$ cat config.mk
export PLATFORM = sky130hd
export DESIGN_NAME = sdg_dma_ctrl_flat
export DESIGN_NICKNAME = d
export VERILOG_FILES = /design/src/sdg_pkg.sv /design/src/sdg_link_if.sv /design/src/sdg_dma_ctrl.sv /design/src/flat_wrapper.sv
export SDC_FILE = /design/constraint.sdc
export NUM_CORES = 1
export LEC_CHECK = 0
export BUFFER_PORTS_ARGS = -buffer_cell sky130_fd_sc_hd__buf_4
export CORE_MARGIN = 2
export CORE_UTILIZATION = 54
export CTS_CLUSTER_SIZE = 8
export DETAILED_ROUTE_END_ITERATION = 12
export PLACE_DENSITY = 0.8
export REMOVE_ABC_BUFFERS = 1
export SETUP_SLACK_MARGIN = 0.2
export SLEW_MARGIN = 10
export SYNTH_ARGS = -nofsm -noshare
export SYNTH_HDL_FRONTEND = slang
export SYNTH_SLANG_ARGS = --single-unit
$ cat constraint.sdc
create_clock -name clk -period 4.79 [get_ports clk]
set_input_delay 0.958 -clock clk [delete_from_list [all_inputs] [get_ports clk]]
set_output_delay 0.958 -clock clk [all_outputs]
set_load 0.01 [all_outputs]
$ cat src/sdg_pkg.sv
// Constants, field layouts and states shared by both ends of the
// scatter-gather DMA link.
// Assumes one 40 MHz clock and word-only transfers.
// Functional notes
// RULE1 - Software sets primary mode b110, batch four
// RULE2 - Transaction starts only on peripheral request
// RULE3 - Four primary copies write next alternate descriptor
// RULE4 - After alternate task, rearbitrate on new request
// RULE5 - Peripheral requests again for each remaining batch
// RULE6 - Final copy rewrites primary mode to b000
// RULE7 - Last task runs as basic cycle
// RULE8 - Completion pulse one cycle, then arbitrate
// RULE9 - Bus ERROR disables channel, raises error output
// RULE10 - Completion also clears channel enable
// RULE11 - Software finds disabled channel without completion
// RULE12 - Structure contiguous, base aligned to size
// RULE13 - 32 channels: 1KB, ten address bits
// RULE14 - Channel index from bit 4, select above
// RULE15 - Element offsets: source, destination, control
// RULE16 - Offset 0xC never accessed by controller
// RULE17 - Primary base comes from base register
// RULE18 - Alternate base readable, no software arithmetic
// RULE19 - Three channels: 128 bytes, seven bits
// RULE20 - Base alignment scales with channel count
// RULE21 - Descriptor: two pointers, one control word
// RULE22 - Primary copy flows into alternate, stays active
// RULE23 - Mode b000 means stop, ends sequence
// RULE24 - Fetch address by concatenation, no adder
`default_nettype none

package sdg_pkg;
  // ====================================================
  // Sizes
  localparam int NCH      = 32;
  localparam int CH_W     = 5;
  localparam int ADDR_W   = 32;
  localparam int DATA_W   = 32;
  localparam int ELEM_W   = 4;
  localparam int BASE_LSB = ELEM_W + CH_W + 1; // RULE19 RULE20
  localparam int ALT_BIT  = BASE_LSB - 1;
  localparam int CNT_W    = 10;
  localparam int MEM_AW   = 9;

  // ====================================================
  // Descriptor elements
  localparam logic [ELEM_W-1:0] ELEM_SRC = 4'h0;
  localparam logic [ELEM_W-1:0] ELEM_DST = 4'h4;
  localparam logic [ELEM_W-1:0] ELEM_CFG = 4'h8;
  localparam logic [1:0]        FET_LAST = 2'h2;

  // ====================================================
  // Control word fields
  localparam int CYC_LSB = 0;
  localparam int CYC_MSB = 2;
  localparam int N_LSB   = 4;
  localparam int N_MSB   = 13;
  localparam int R_LSB   = 14;
  localparam int R_MSB   = 17;
  localparam int SINC_LSB = 26;
  localparam int SINC_MSB = 27;
  localparam int DINC_LSB = 30;
  localparam int DINC_MSB = 31;

  localparam logic [2:0] CYC_STOP    = 3'h0;
  localparam logic [2:0] CYC_BASIC   = 3'h1;
  localparam logic [2:0] CYC_PSG_PRI = 3'h6;
  localparam logic [2:0] CYC_PSG_ALT = 3'h7;
  localparam logic [1:0] INC_NONE    = 2'h3;
  localparam logic [3:0] R_MAX       = 4'ha;
  localparam logic [CNT_W-1:0] CNT_ONE = 10'h001;
  localparam logic [CNT_W-1:0] CNT_MAX = 10'h3ff;

  // ====================================================
  // AHB-Lite encodings
  localparam logic [1:0] HTRANS_IDLE   = 2'h0;
  localparam logic [1:0] HTRANS_NONSEQ = 2'h2;
  localparam logic [2:0] HSIZE_WORD    = 3'h2;

  typedef enum logic [3:0] {
    ST_IDLE   = 4'h0,
    ST_FET_A  = 4'h1,
    ST_FET_D  = 4'h2,
    ST_DECIDE = 4'h3,
    ST_RD_A   = 4'h4,
    ST_RD_D   = 4'h5,
    ST_WR_A   = 4'h6,
    ST_WR_D   = 4'h7,
    ST_WB_A   = 4'h8,
    ST_WB_D   = 4'h9
  } sdg_state_t;
endpackage

`default_nettype wire

$ cat src/sdg_link_if.sv
// AHB-Lite master link plus per-channel request, done and active lines.
// Assumes both ends share one clock; the bench resolves nothing here.
`default_nettype none

interface sdg_link_if;
  import sdg_pkg::*;
  logic [ADDR_W-1:0] haddr;
  logic [1:0]        htrans;
  logic              hwrite;
  logic [2:0]        hsize;
  logic [DATA_W-1:0] hwdata;
  logic [DATA_W-1:0] hrdata;
  logic              hready;
  logic              hresp;
  logic [NCH-1:0]    dmaReq;
  logic [NCH-1:0]    dmaDone;
  logic [NCH-1:0]    dmaActive;
  logic              dmaErr;

  modport ctrl (output haddr, htrans, hwrite, hsize, hwdata, dmaDone, dmaActive, dmaErr,
                input  hrdata, hready, hresp, dmaReq);
  modport mem  (input  haddr, htrans, hwrite, hsize, hwdata, dmaDone, dmaActive, dmaErr,
                output hrdata, hready, hresp, dmaReq);
endinterface

`default_nettype wire

$ cat src/sdg_dma_ctrl.sv
// Controller end: channel enables, arbitration, descriptor fetch and
// peripheral scatter-gather sequencing over the AHB-Lite master.
// Assumes a single-beat non-pipelined slave on the same clock.
`default_nettype none

module sdg_dma_ctrl
  import sdg_pkg::*;
(
  input  wire logic              clk,
  input  wire logic              rst_n,
  sdg_link_if.ctrl               link,
  input  wire logic [ADDR_W-1:0] ctrlBasePtr,
  output logic      [ADDR_W-1:0] altCtrlBasePtr,
  input  wire logic [NCH-1:0]    chnlEnableSet,
  input  wire logic [NCH-1:0]    chnlEnableClr,
  output logic      [NCH-1:0]    chnlEnable
);
  sdg_state_t        state_ff;
  sdg_state_t        nxt_state;
  logic [CH_W-1:0]   ch_ff;
  logic              alt_ff;
  logic [NCH-1:0]    chAlt_ff;
  logic [1:0]        elem_ff;
  logic [DATA_W-1:0] srcEnd_ff;
  logic [DATA_W-1:0] dstEnd_ff;
  logic [DATA_W-1:0] cfg_ff;
  logic [CNT_W-1:0]  left_ff;
  logic [CNT_W-1:0]  batch_ff;
  logic [DATA_W-1:0] dataBuf_ff;
  logic              last_ff;
  logic [NCH-1:0]    done_ff;
  logic              err_ff;
  logic [NCH-1:0]    enable_ff;

  logic              grantValid;
  logic [CH_W-1:0]   grantCh;
  logic [2:0]        mode;
  logic [3:0]        rPow;
  logic [ELEM_W-1:0] elemOff;
  logic [ADDR_W-1:0] descAddr;
  logic [ADDR_W-1:0] srcAddr;
  logic [ADDR_W-1:0] dstAddr;
  logic              busDone;
  logic              busErr;
  logic              xferEnd;
  logic              stopEvt;
  logic              doneEvt;
  logic [NCH-1:0]    clrVec;

  assign mode    = cfg_ff[CYC_MSB:CYC_LSB];
  assign rPow    = cfg_ff[R_MSB:R_LSB];
  assign busDone = link.hready && !link.hresp;
  assign busErr  = link.hready && link.hresp;
  assign xferEnd = (left_ff == '0) || (batch_ff == '0);

  // ====================================================
  // Descriptor addressing
  always_comb begin
    elemOff = ELEM_SRC;
    if (elem_ff == 2'h1) begin
      elemOff = ELEM_DST;
    end else if (elem_ff == FET_LAST) begin
      elemOff = ELEM_CFG; // RULE15 RULE16
    end
  end

  // Low base bits are dropped, so a misaligned base cannot corrupt others
  assign descAddr = {ctrlBasePtr[ADDR_W-1:BASE_LSB], alt_ff, ch_ff, elemOff}; // RULE13 RULE14 RULE17 RULE24

  assign srcAddr = (cfg_ff[SINC_MSB:SINC_LSB] == INC_NONE) ? srcEnd_ff
                 : srcEnd_ff - ADDR_W'({left_ff, 2'b00});
  assign dstAddr = (cfg_ff[DINC_MSB:DINC_LSB] == INC_NONE) ? dstEnd_ff
                 : dstEnd_ff - ADDR_W'({left_ff, 2'b00});

  always_ff @(posedge clk or negedge rst_n) begin
    if (!rst_n) begin
      altCtrlBasePtr <= '0;
    end else begin
      altCtrlBasePtr <= {ctrlBasePtr[ADDR_W-1:BASE_LSB], 1'b1, {ALT_BIT{1'b0}}}; // RULE18
    end
  end

  // ====================================================
  // Arbitration: lowest channel index wins
  always_comb begin
    grantValid = 1'b0;
    grantCh    = '0;
    for (int i = NCH - 1; i >= 0; i--) begin
      if (enable_ff[i] && link.dmaReq[i]) begin // RULE2 RULE4
        grantValid = 1'b1;
        grantCh    = CH_W'(i);
      end
    end
  end

  // ====================================================
  // Sequencer
  always_comb begin
    nxt_state = state_ff;
    case (state_ff)
      ST_IDLE:   if (grantValid) begin
        nxt_state = ST_FET_A;
      end
      ST_FET_A:  nxt_state = ST_FET_D;
      ST_FET_D:  if (busErr) begin
        nxt_state = ST_IDLE;
      end else if (busDone) begin
        nxt_state = (elem_ff == FET_LAST) ? ST_DECIDE : ST_FET_A;
      end
      ST_DECIDE: nxt_state = (mode == CYC_STOP) ? ST_IDLE : ST_RD_A; // RULE23
      ST_RD_A:   nxt_state = ST_RD_D;
      ST_RD_D:   if (busErr) begin
        nxt_state = ST_IDLE;
      end else if (busDone) begin
        nxt_state = ST_WR_A;
      end
      ST_WR_A:   nxt_state = ST_WR_D;
      ST_WR_D:   if (busErr) begin
        nxt_state = ST_IDLE;
      end else if (busDone) begin
        nxt_state = xferEnd ? ST_WB_A : ST_RD_A; // RULE3
      end
      ST_WB_A:   nxt_state = ST_WB_D;
      ST_WB_D:   if (busErr) begin
        nxt_state = ST_IDLE;
      end else if (busDone) begin
        nxt_state = (mode == CYC_PSG_PRI) ? ST_FET_A : ST_IDLE; // RULE22 RULE4
      end
      default:   nxt_state = ST_IDLE;
    endcase
  end

  always_ff @(posedge clk or negedge rst_n) begin
    if (!rst_n) begin
      state_ff <= ST_IDLE;
    end else begin
      state_ff <= nxt_state;
    end
  end

  // ====================================================
  // Channel and descriptor select
  always_ff @(posedge clk or negedge rst_n) begin
    if (!rst_n) begin
      ch_ff   <= '0;
      alt_ff  <= 1'b0;
      elem_ff <= '0;
    end else if (state_ff == ST_IDLE && grantValid) begin
      ch_ff   <= grantCh;
      alt_ff  <= chAlt_ff[grantCh];
      elem_ff <= '0;
    end else if (state_ff == ST_FET_D && busDone) begin
      elem_ff <= elem_ff + 2'h1;
    end else if (state_ff == ST_WB_D && busDone && mode == CYC_PSG_PRI) begin
      alt_ff  <= 1'b1; // RULE22
      elem_ff <= '0;
    end
  end

  // Descriptor words: two pointers and one control word
  always_ff @(posedge clk or negedge rst_n) begin
    if (!rst_n) begin
      srcEnd_ff <= '0;
      dstEnd_ff <= '0;
      cfg_ff    <= '0;
    end else if (state_ff == ST_FET_D && busDone) begin
      case (elem_ff)
        2'h0:    srcEnd_ff <= link.hrdata; // RULE21
        2'h1:    dstEnd_ff <= link.hrdata;
        default: cfg_ff    <= link.hrdata;
      endcase
    end
  end

  // ====================================================
  // Transfer counters
  always_ff @(posedge clk or negedge rst_n) begin
    if (!rst_n) begin
      left_ff  <= '0;
      batch_ff <= '0;
    end else if (state_ff == ST_DECIDE) begin
      left_ff  <= cfg_ff[N_MSB:N_LSB];
      batch_ff <= (rPow >= R_MAX) ? CNT_MAX : (CNT_ONE << rPow) - CNT_ONE; // RULE5
    end else if (state_ff == ST_WR_D && busDone && !xferEnd) begin
      left_ff  <= left_ff - CNT_ONE;
      batch_ff <= batch_ff - CNT_ONE;
    end
  end

  // Read data and control write-back share one write-data register
  always_ff @(posedge clk or negedge rst_n) begin
    if (!rst_n) begin
      dataBuf_ff <= '0;
      last_ff    <= 1'b0;
    end else if (state_ff == ST_RD_D && busDone) begin
      dataBuf_ff <= link.hrdata;
    end else if (state_ff == ST_WR_D && busDone && xferEnd) begin
      last_ff    <= (left_ff == '0);
      dataBuf_ff <= cfg_ff;
      dataBuf_ff[N_MSB:N_LSB] <= (left_ff == '0) ? left_ff : left_ff - CNT_ONE;
      if (left_ff == '0) begin
        dataBuf_ff[CYC_MSB:CYC_LSB] <= CYC_STOP; // RULE6
      end
    end
  end

  // ====================================================
  // Completion, error and enables
  assign stopEvt = (state_ff == ST_DECIDE) && (mode == CYC_STOP);
  assign doneEvt = (state_ff == ST_WB_D) && busDone && last_ff
                && (mode != CYC_PSG_PRI) && (mode != CYC_PSG_ALT); // RULE7

  always_ff @(posedge clk or negedge rst_n) begin
    if (!rst_n) begin
      done_ff <= '0;
      err_ff  <= 1'b0;
    end else begin
      done_ff <= doneEvt ? (NCH'(1) << ch_ff) : '0; // RULE8
      err_ff  <= busErr && (state_ff inside {ST_FET_D, ST_RD_D, ST_WR_D, ST_WB_D}); // RULE9
    end
  end

  always_comb begin
    clrVec = '0;
    if (doneEvt || stopEvt || (err_ff == 1'b0 && busErr && state_ff != ST_IDLE)) begin
      clrVec[ch_ff] = 1'b1; // RULE9 RULE10
    end
  end

  // Software set wins over a same-cycle hardware clear
  generate
    for (genvar g = 0; g < NCH; g++) begin : g_chan
      always_ff @(posedge clk or negedge rst_n) begin
        if (!rst_n) begin
          enable_ff[g] <= 1'b0;
          chAlt_ff[g]  <= 1'b0;
        end else begin
          if (chnlEnableSet[g]) begin
            enable_ff[g] <= 1'b1;
          end else if (chnlEnableClr[g] || clrVec[g]) begin
            enable_ff[g] <= 1'b0;
          end
          if (CH_W'(g) == ch_ff && state_ff == ST_WB_D && busDone) begin
            chAlt_ff[g] <= (mode == CYC_PSG_PRI) || (!last_ff && alt_ff);
          end else if (chnlEnableSet[g] || clrVec[g]) begin
            chAlt_ff[g] <= 1'b0;
          end
        end
      end
    end
  endgenerate

  // ====================================================
  // Link outputs
  assign chnlEnable     = enable_ff;
  assign link.dmaDone   = done_ff;
  assign link.dmaErr    = err_ff;
  assign link.dmaActive = (state_ff == ST_IDLE) ? '0 : (NCH'(1) << ch_ff); // RULE22
  assign link.hsize     = HSIZE_WORD;
  assign link.hwdata    = dataBuf_ff;

  always_comb begin
    link.htrans = HTRANS_IDLE;
    link.hwrite = 1'b0;
    link.haddr  = '0;
    case (state_ff)
      ST_FET_A: begin
        link.htrans = HTRANS_NONSEQ;
        link.haddr  = descAddr;
      end
      ST_RD_A: begin
        link.htrans = HTRANS_NONSEQ;
        link.haddr  = srcAddr;
      end
      ST_WR_A: begin
        link.htrans = HTRANS_NONSEQ;
        link.hwrite = 1'b1;
        link.haddr  = dstAddr;
      end
      ST_WB_A: begin
        link.htrans = HTRANS_NONSEQ;
        link.hwrite = 1'b1;
        link.haddr  = {descAddr[ADDR_W-1:ELEM_W], ELEM_CFG};
      end
      default: begin
        link.htrans = HTRANS_IDLE;
      end
    endcase
  end
endmodule

`default_nettype wire

$ cat src/flat_wrapper.sv
// flat-port wrapper written by rule: the top's interface ports become plain ports
module sdg_dma_ctrl_flat import sdg_pkg::*;
  (clk, rst_n, ctrlBasePtr, altCtrlBasePtr, chnlEnableSet, chnlEnableClr, chnlEnable, link_haddr, link_htrans, link_hwrite, link_hsize, link_hwdata, link_dmaDone, link_dmaActive, link_dmaErr, link_hrdata, link_hready, link_hresp, link_dmaReq);
  sdg_link_if link_i ();
  input  wire logic clk;
  input  wire logic rst_n;
  input  wire logic [ADDR_W-1:0] ctrlBasePtr;
  output logic      [ADDR_W-1:0] altCtrlBasePtr;
  input  wire logic [NCH-1:0] chnlEnableSet;
  input  wire logic [NCH-1:0] chnlEnableClr;
  output logic      [NCH-1:0] chnlEnable;
  output wire logic [$bits(link_i.haddr)-1:0] link_haddr;
  output wire logic [$bits(link_i.htrans)-1:0] link_htrans;
  output wire logic [$bits(link_i.hwrite)-1:0] link_hwrite;
  output wire logic [$bits(link_i.hsize)-1:0] link_hsize;
  output wire logic [$bits(link_i.hwdata)-1:0] link_hwdata;
  output wire logic [$bits(link_i.dmaDone)-1:0] link_dmaDone;
  output wire logic [$bits(link_i.dmaActive)-1:0] link_dmaActive;
  output wire logic [$bits(link_i.dmaErr)-1:0] link_dmaErr;
  input wire logic [$bits(link_i.hrdata)-1:0] link_hrdata;
  input wire logic [$bits(link_i.hready)-1:0] link_hready;
  input wire logic [$bits(link_i.hresp)-1:0] link_hresp;
  input wire logic [$bits(link_i.dmaReq)-1:0] link_dmaReq;
  assign link_haddr = link_i.haddr;
  assign link_htrans = link_i.htrans;
  assign link_hwrite = link_i.hwrite;
  assign link_hsize = link_i.hsize;
  assign link_hwdata = link_i.hwdata;
  assign link_dmaDone = link_i.dmaDone;
  assign link_dmaActive = link_i.dmaActive;
  assign link_dmaErr = link_i.dmaErr;
  assign link_i.hrdata = link_hrdata;
  assign link_i.hready = link_hready;
  assign link_i.hresp = link_hresp;
  assign link_i.dmaReq = link_dmaReq;
  sdg_dma_ctrl u_core (.clk(clk), .rst_n(rst_n), .link(link_i), .ctrlBasePtr(ctrlBasePtr), .altCtrlBasePtr(altCtrlBasePtr), .chnlEnableSet(chnlEnableSet), .chnlEnableClr(chnlEnableClr), .chnlEnable(chnlEnable));
endmodule
=== After elaboration in Yosys (flattened, before gate mapping) ===
Cells that the tools add are included.

* Flip-flop bits (word level): 281
* Bits of input ports: 164
* Output and inout bits: 199

* Add/subtract/negate cells: 6
* $lt $le $gt $ge: 4
* Equal/unequal tests: 53
* Shifts and indexed selects: 2
* Muxes and demuxes: 235
* Bitwise logic cells: 3
* Reductions and logical operators: 271

{| class="wikitable"
|+ Operator list
! operator !! count
|-
| two-way mux 32 bit || 7
|-
| two-way mux 1 bit || 167
|-
| two-way mux 5 bit || 32
|-
| nonzero test 2 bit || 67
|-
| case mux 32 bit (4 select lines) || 1
|-
| logical AND 1 bit || 115
|-
| equality test 5 bit, first input constant || 16
|-
| logical OR 1 bit || 68
|-
| subtractor 32 x 12 -> 32 bit || 2
|-
| two-way mux 10 bit || 6
|-
| two-way mux 4 bit || 12
|-
| equality test 4 x 5 -> 1 bit, first input constant || 8
|-
| case mux 4 bit (10 select lines) || 1
|-
| << shifter 1 x 5 -> 32 bit, first input constant || 1
|-
| subtractor 10 x 1 -> 10 bit, second input constant || 3
|-
| equality test 3 x 5 -> 1 bit, first input constant || 4
|-
| zero test 10 bit || 2
|-
| equality test 4 x 3 -> 1 bit, second input constant || 4
|-
| < comparator 5 x 6 -> 1 bit, second input constant || 2
|-
| != test 3 x 1 -> 1 bit, second input constant || 4
|-
| equality test 2 x 5 -> 1 bit, first input constant || 2
|-
| two-way mux 2 bit || 5
|-
| AND reduction 2 bit || 5
|-
| << shifter 1 x 4 -> 10 bit, first input constant || 1
|-
| 26 further kinds || 39
|}

=== Longest topological paths before layout ===
* Depth in word-level cells: 36
* Mapped depth: 14

=== Worst setup path before layout ===
Ideal clock, no wire load.

* Path kind: register to output
* Start point: register u_core.left_ff[0]
* End point: output link_haddr[14]
* Arrival: 2.911 ns
* Required time: 3.832 ns
* Setup slack: 0.921 ns
* Stages on the path, launching flop included: 13
* Cells stage by stage: dfrtp_1 ha_1 fa_1 nor2b_1 o21ai_0 a21boi_0 o21ai_0 a21boi_0 o2111ai_1 nand4b_1 xor2_1 nor2_1 a221o_1

* Longest elaborated chain between the ends: 3
* Elaborated cells on any way between the ends: 5
* Those cells by class: add/sub (2); mux (3)

{| class="wikitable"
|+ RTL lines
! element !! line !! source
|-
| start: declaration || sdg_dma_ctrl.sv:27 || <nowiki>logic [CNT_W-1:0] left_ff;</nowiki>
|-
| start signal: assignment || sdg_dma_ctrl.sv:182 || <nowiki>left_ff <= cfg_ff[N_MSB:N_LSB];</nowiki>
|-
| start signal: assignment || sdg_dma_ctrl.sv:185 || <nowiki>left_ff <= left_ff - CNT_ONE;</nowiki>
|-
| subtractor 32 x 12 -> 32 bit (on tied branches) || sdg_dma_ctrl.sv:73, sdg_dma_ctrl.sv:71 ||
|-
| two-way mux 32 bit (on tied branches) || sdg_dma_ctrl.sv:72, sdg_dma_ctrl.sv:70 ||
|-
| case mux 32 bit (4 select lines) (*) || sdg_dma_ctrl.sv:266 || <nowiki>case (state_ff)</nowiki>
|-
| end: declaration || flat_wrapper.sv:12 || <nowiki>output wire logic [$bits(link_i.haddr)-1:0] link_haddr;</nowiki>
|}

Every way passes the cells marked *; elsewhere a longest branch is shown, timed or not.

=== Worst setup path in the final report ===
* Start point: register u_core.srcEnd_ff[20]
* End point: output link_haddr[31]

* Longest elaborated chain between the ends: 3

{| class="wikitable"
|+ RTL lines
! element !! line !! source
|-
| start: declaration || sdg_dma_ctrl.sv:24 || <nowiki>logic [DATA_W-1:0] srcEnd_ff;</nowiki>
|-
| start signal: assignment || sdg_dma_ctrl.sv:168 || <nowiki>2'h0: srcEnd_ff <= link.hrdata;</nowiki>
|-
| subtractor 32 x 12 -> 32 bit || sdg_dma_ctrl.sv:71 || <nowiki>: srcEnd_ff - ADDR_W'({left_ff, 2'b00});</nowiki>
|-
| two-way mux 32 bit || sdg_dma_ctrl.sv:70 || <nowiki>assign srcAddr = (cfg_ff[SINC_MSB:SINC_LSB] == INC_NONE) ? srcEnd_ff</nowiki>
|-
| case mux 32 bit (4 select lines) || sdg_dma_ctrl.sv:266 ||
|}

Every way passes these cells.

==> impl_metrics.ini <==
[cts]
cts_max_path_buffers = 3
tritoncts = built
cts_buffers = 41
cts.sinks = 281
h-tree-depth = 2
clock_latency_ns = 0.53
clockRootBuffer = clkbuf_16
cts.clk_slew.worst_paths_ns = 0.05

[grt]
grt_max_degree = 94
track_usage_pct = 34.7
grt_pass1_vias = 14000
grt_overflow_total = 0
grt_pass1_wl_mm = 77.6
antenna_found_initial = 1

[setup_path]
worst_r2r_path_depth = 13
cpMaxStageDelayCell = or4_4
max_stage_delay_ns = 0.60
crit_required_ns = 3.83
worstReg2RegEnd = u_core.link.hwdata[0]$_DFFE_PN0P_
setup.worst_path.end_class = output port
worstReg2RegStart = u_core.left_ff[0]$_DFFE_PN0P_
r2r_slack_ns = 0.63
critPathLaunchType = flop
crit_type = flop to output port
critPathTopFamily = simple AND/OR/NAND/NOR gates
arrival_ns = 3.56
crit_path_frequent_cell = or3_4
path_buf_inv = 2
crit_path_max_fanout = 4
cp_cell_sequence = or4_4 -> nor4_2 -> inv_1 -> or3_4 -> or3_4 -> or3_4 -> nor3_4 -> xor2_1 -> a22oi_1 -> o21ai_1 -> buf_4

[die]
ios = 363
die_area_um2 = 29100
die_y_um = 171
core_um2 = 27600
die_w_um = 171
num_rows = 61
start_util_pct = 54.5

[place]
place_ws_ns = 0.409
portBuffers = 339
post_dp_cell_area_um2 = 18000
dp_hpwl_mm = 36.9
routabilityCongestion = 0.970

[route]
wl_mm = 51.7
vias = 14100
routed_via_density = 6.10
post_drt_wl_per_cell_um = 22.4
drcViolationCount = 0
ant_nets = 0
drtPass1Iterations = 9
drtIter0Drc = 1426

[sta]
finalClockSkew_ns = 0.0211
whs_ns = 0.448
setup_ws_ns = 0.267
rsz0062_at_grt = true
worstMarginPinSlew_ns = 1.08
fin_crit_sh_pct = 94.4
drv_slew = 0
max_freq_mhz = 221
period_needed_ns = 4.52
setup_viol = 0
setup_tns_ns = 0
slew_headroom_pct = 28.0
hold_viol_final = 0

[logic_synthesis]
yosys-top-cells-count = dfrtp_1, nand2_1, nor2_1, mux2_2, o21ai_0
synthesis.area_um2 = 15000
syn-instance-count = 1582
synth-edff-count = 0
yosysSeqAreaShare_pct = 46.8
synth_top_cells_by_area = dfrtp_1, mux2_2, nand2_1, nor2_1, o21ai_0
syn_area_per_cell_um2 = 9.49
ys_async_sr_fraction_pct = 100
yosysWarnings = 0
ys_types = 77
synth_top_area_cell = dfrtp_1
synth-seq-cells = 281
synth_flop_cell = dfrtp_1
yosysMostFrequentCell = dfrtp_1
yosysTopAreaCellShare_pct = 46.8

[pwr]
p_comb_share_pct = 48.1
p_int_mw = 7.13
seqPwrFrac_pct = 30.8
p_leak_nw = 9.02
vdd_drop_max_mv = 0.401
power_mw = 12.0
clockPowerShare_pct = 21.1
powerDensity_nw_per_um2 = 620
swShare_pct = 40.3
power_switching_mw = 4.82

[hold_path]
hold_path_class = primary input to async pin

[final_layout]
num-nets-final = 2120
drive_above_1_share_pct = 32.0
fin_area_um2 = 19300
diodes = 0
area_growth_pct = 28.5

[status]
status = finished clean

[run]
max-cap-violations = 0
-- sequential cells by signal, summed over array words and instances (netlist names), 10 cells and up --
signal / count
u_core.altCtrlBasePtr: 23
u_core.batch_ff: 10
u_core.cfg_ff: 32
u_core.chAlt_ff: 32
u_core.chnlEnable: 32
u_core.dstEnd_ff: 32
u_core.left_ff: 10
u_core.link.dmaDone: 32
u_core.link.hwdata: 32
u_core.srcEnd_ff: 32
-- power by group through the flow --
| stage | Sequential (mW) | Clock, mW | Combinational [mW] |
|---|---|---|---|
| 2_1_floorplan | 3.56 | 0 | 3.43 |
| 3_3_place_gp | 3.62 | 0 | 5.21 |
| 3_5_place_dp | 3.66 | 0 | 5.32 |
| 4_1_cts | 3.64 | 2.54 | 5.49 |
| 5_1_grt | 3.76 | 2.64 | 6.27 |
| 6_report | 3.68 | 2.52 | 5.75 |
-- repair_timing --
action / in CTS / in global routing
hold buffers: 0 / 0
gates resized for setup: 16 / 38
setup endpoints to repair: 21 / 23
pin swaps: 5 / 8
buffers inserted: 6 / 3
-- worst max-delay path by stage --
stage	from	to	slack, ns	cells past startpoint
floorplan	u_core.state_ff[0]$_DFFE_PN0P_	u_core.chAlt_ff[22]$_DFFE_PN0P_	-0.27	6
global placement	u_core.left_ff[0]$_DFFE_PN0P_	link_haddr[22]	0.47	14
detailed placement	u_core.left_ff[0]$_DFFE_PN0P_	link_haddr[22]	0.41	14
CTS	u_core.left_ff[9]$_DFFE_PN0P_	link_haddr[21]	0.17	13
global route	u_core.left_ff[9]$_DFFE_PN0P_	link_haddr[30]	0.13	14
finish	u_core.srcEnd_ff[20]$_DFFE_PN0P_	link_haddr[31]	0.27	11
-- cells by family (layout without fill, tap and decap cells) --
group / after synthesis / in the layout / synth area share [%]
AO/OA/AOI/OAI: 347 / 347 / 16.2
XOR/XNOR: 60 / 60 / 3.50
adder cells (fa/ha/maj): 28 / 28 / 2.43
buffers and inverters: 157 / 493 / 4.42
flip-flops: 281 / 281 / 46.8
multiplexers: 110 / 110 / 8.17
other: 2 / 14 / 0.0500
AND/OR/NAND/NOR: 597 / 597 / 18.4
-- layer usage --
layer	vias to the layer above	GRT usage, %	routed length [um]
met5	-	0	13
met4	2	17.3	2580
met3	166	5.64	4320
met2	799	59.2	25300
met1	6869	42.7	19500
li1	6243	-	-
-- stage by stage --
stage | util, % | instances
after global placement | 65.3 | 2254
after floorplan | - | 1505
final | 70.0 | 2308
after CTS | 69.4 | 2305
after detailed placement | 65.3 | 2254
after global routing | 70.0 | 2308
-- layout make-up --
type / instances / area, um2
Tap cell: 378 / 473
Clock inverter: 3 / 26.3
Clock buffer: 42 / 1030
Sequential cell: 281 / 7030
Timing Repair Buffer: 380 / 2890
Inverter: 68 / 255
Fill cell: 2114 / 8270
Multi-Input combinational cell: 1156 / 7580
-- worst register-to-register path, cell delays in order, from the launching register on --
cell	delay, ns
dfrtp_1	0.41
buf_4	0.16
inv_1	0.08
ha_1	0.24
or3b_4	0.43
or3_4	0.37
or3_4	0.36
or3_1	0.45
o21a_4	0.18
nor2b_4	0.17
and2_4	0.45
nor2_2	0.30
a222oi_1	0.35
inv_1	0.08
-- layout by cell type (no fill, tap or decap), drive strengths merged, types with 8 or more instances in the layout --
cell      n
nand2b   13
nor2    175
mux2i    10
nand3b   38
nor3     34
ha       26
or2      10
a22o     12
nand3    22
a31oi     9
dfrtp   281
mux2    100
or3      13
o21ai    97
clkbuf   42
xnor2    39
inv      70
buf     380
nand2   230
a31o     33
nor4     10
a21boi    8
a21oi    48
nor2b    18
a221o    19
a22oi    39
conb     14
xor2     21
o221ai    8
(Power assumes the default switching activity.)
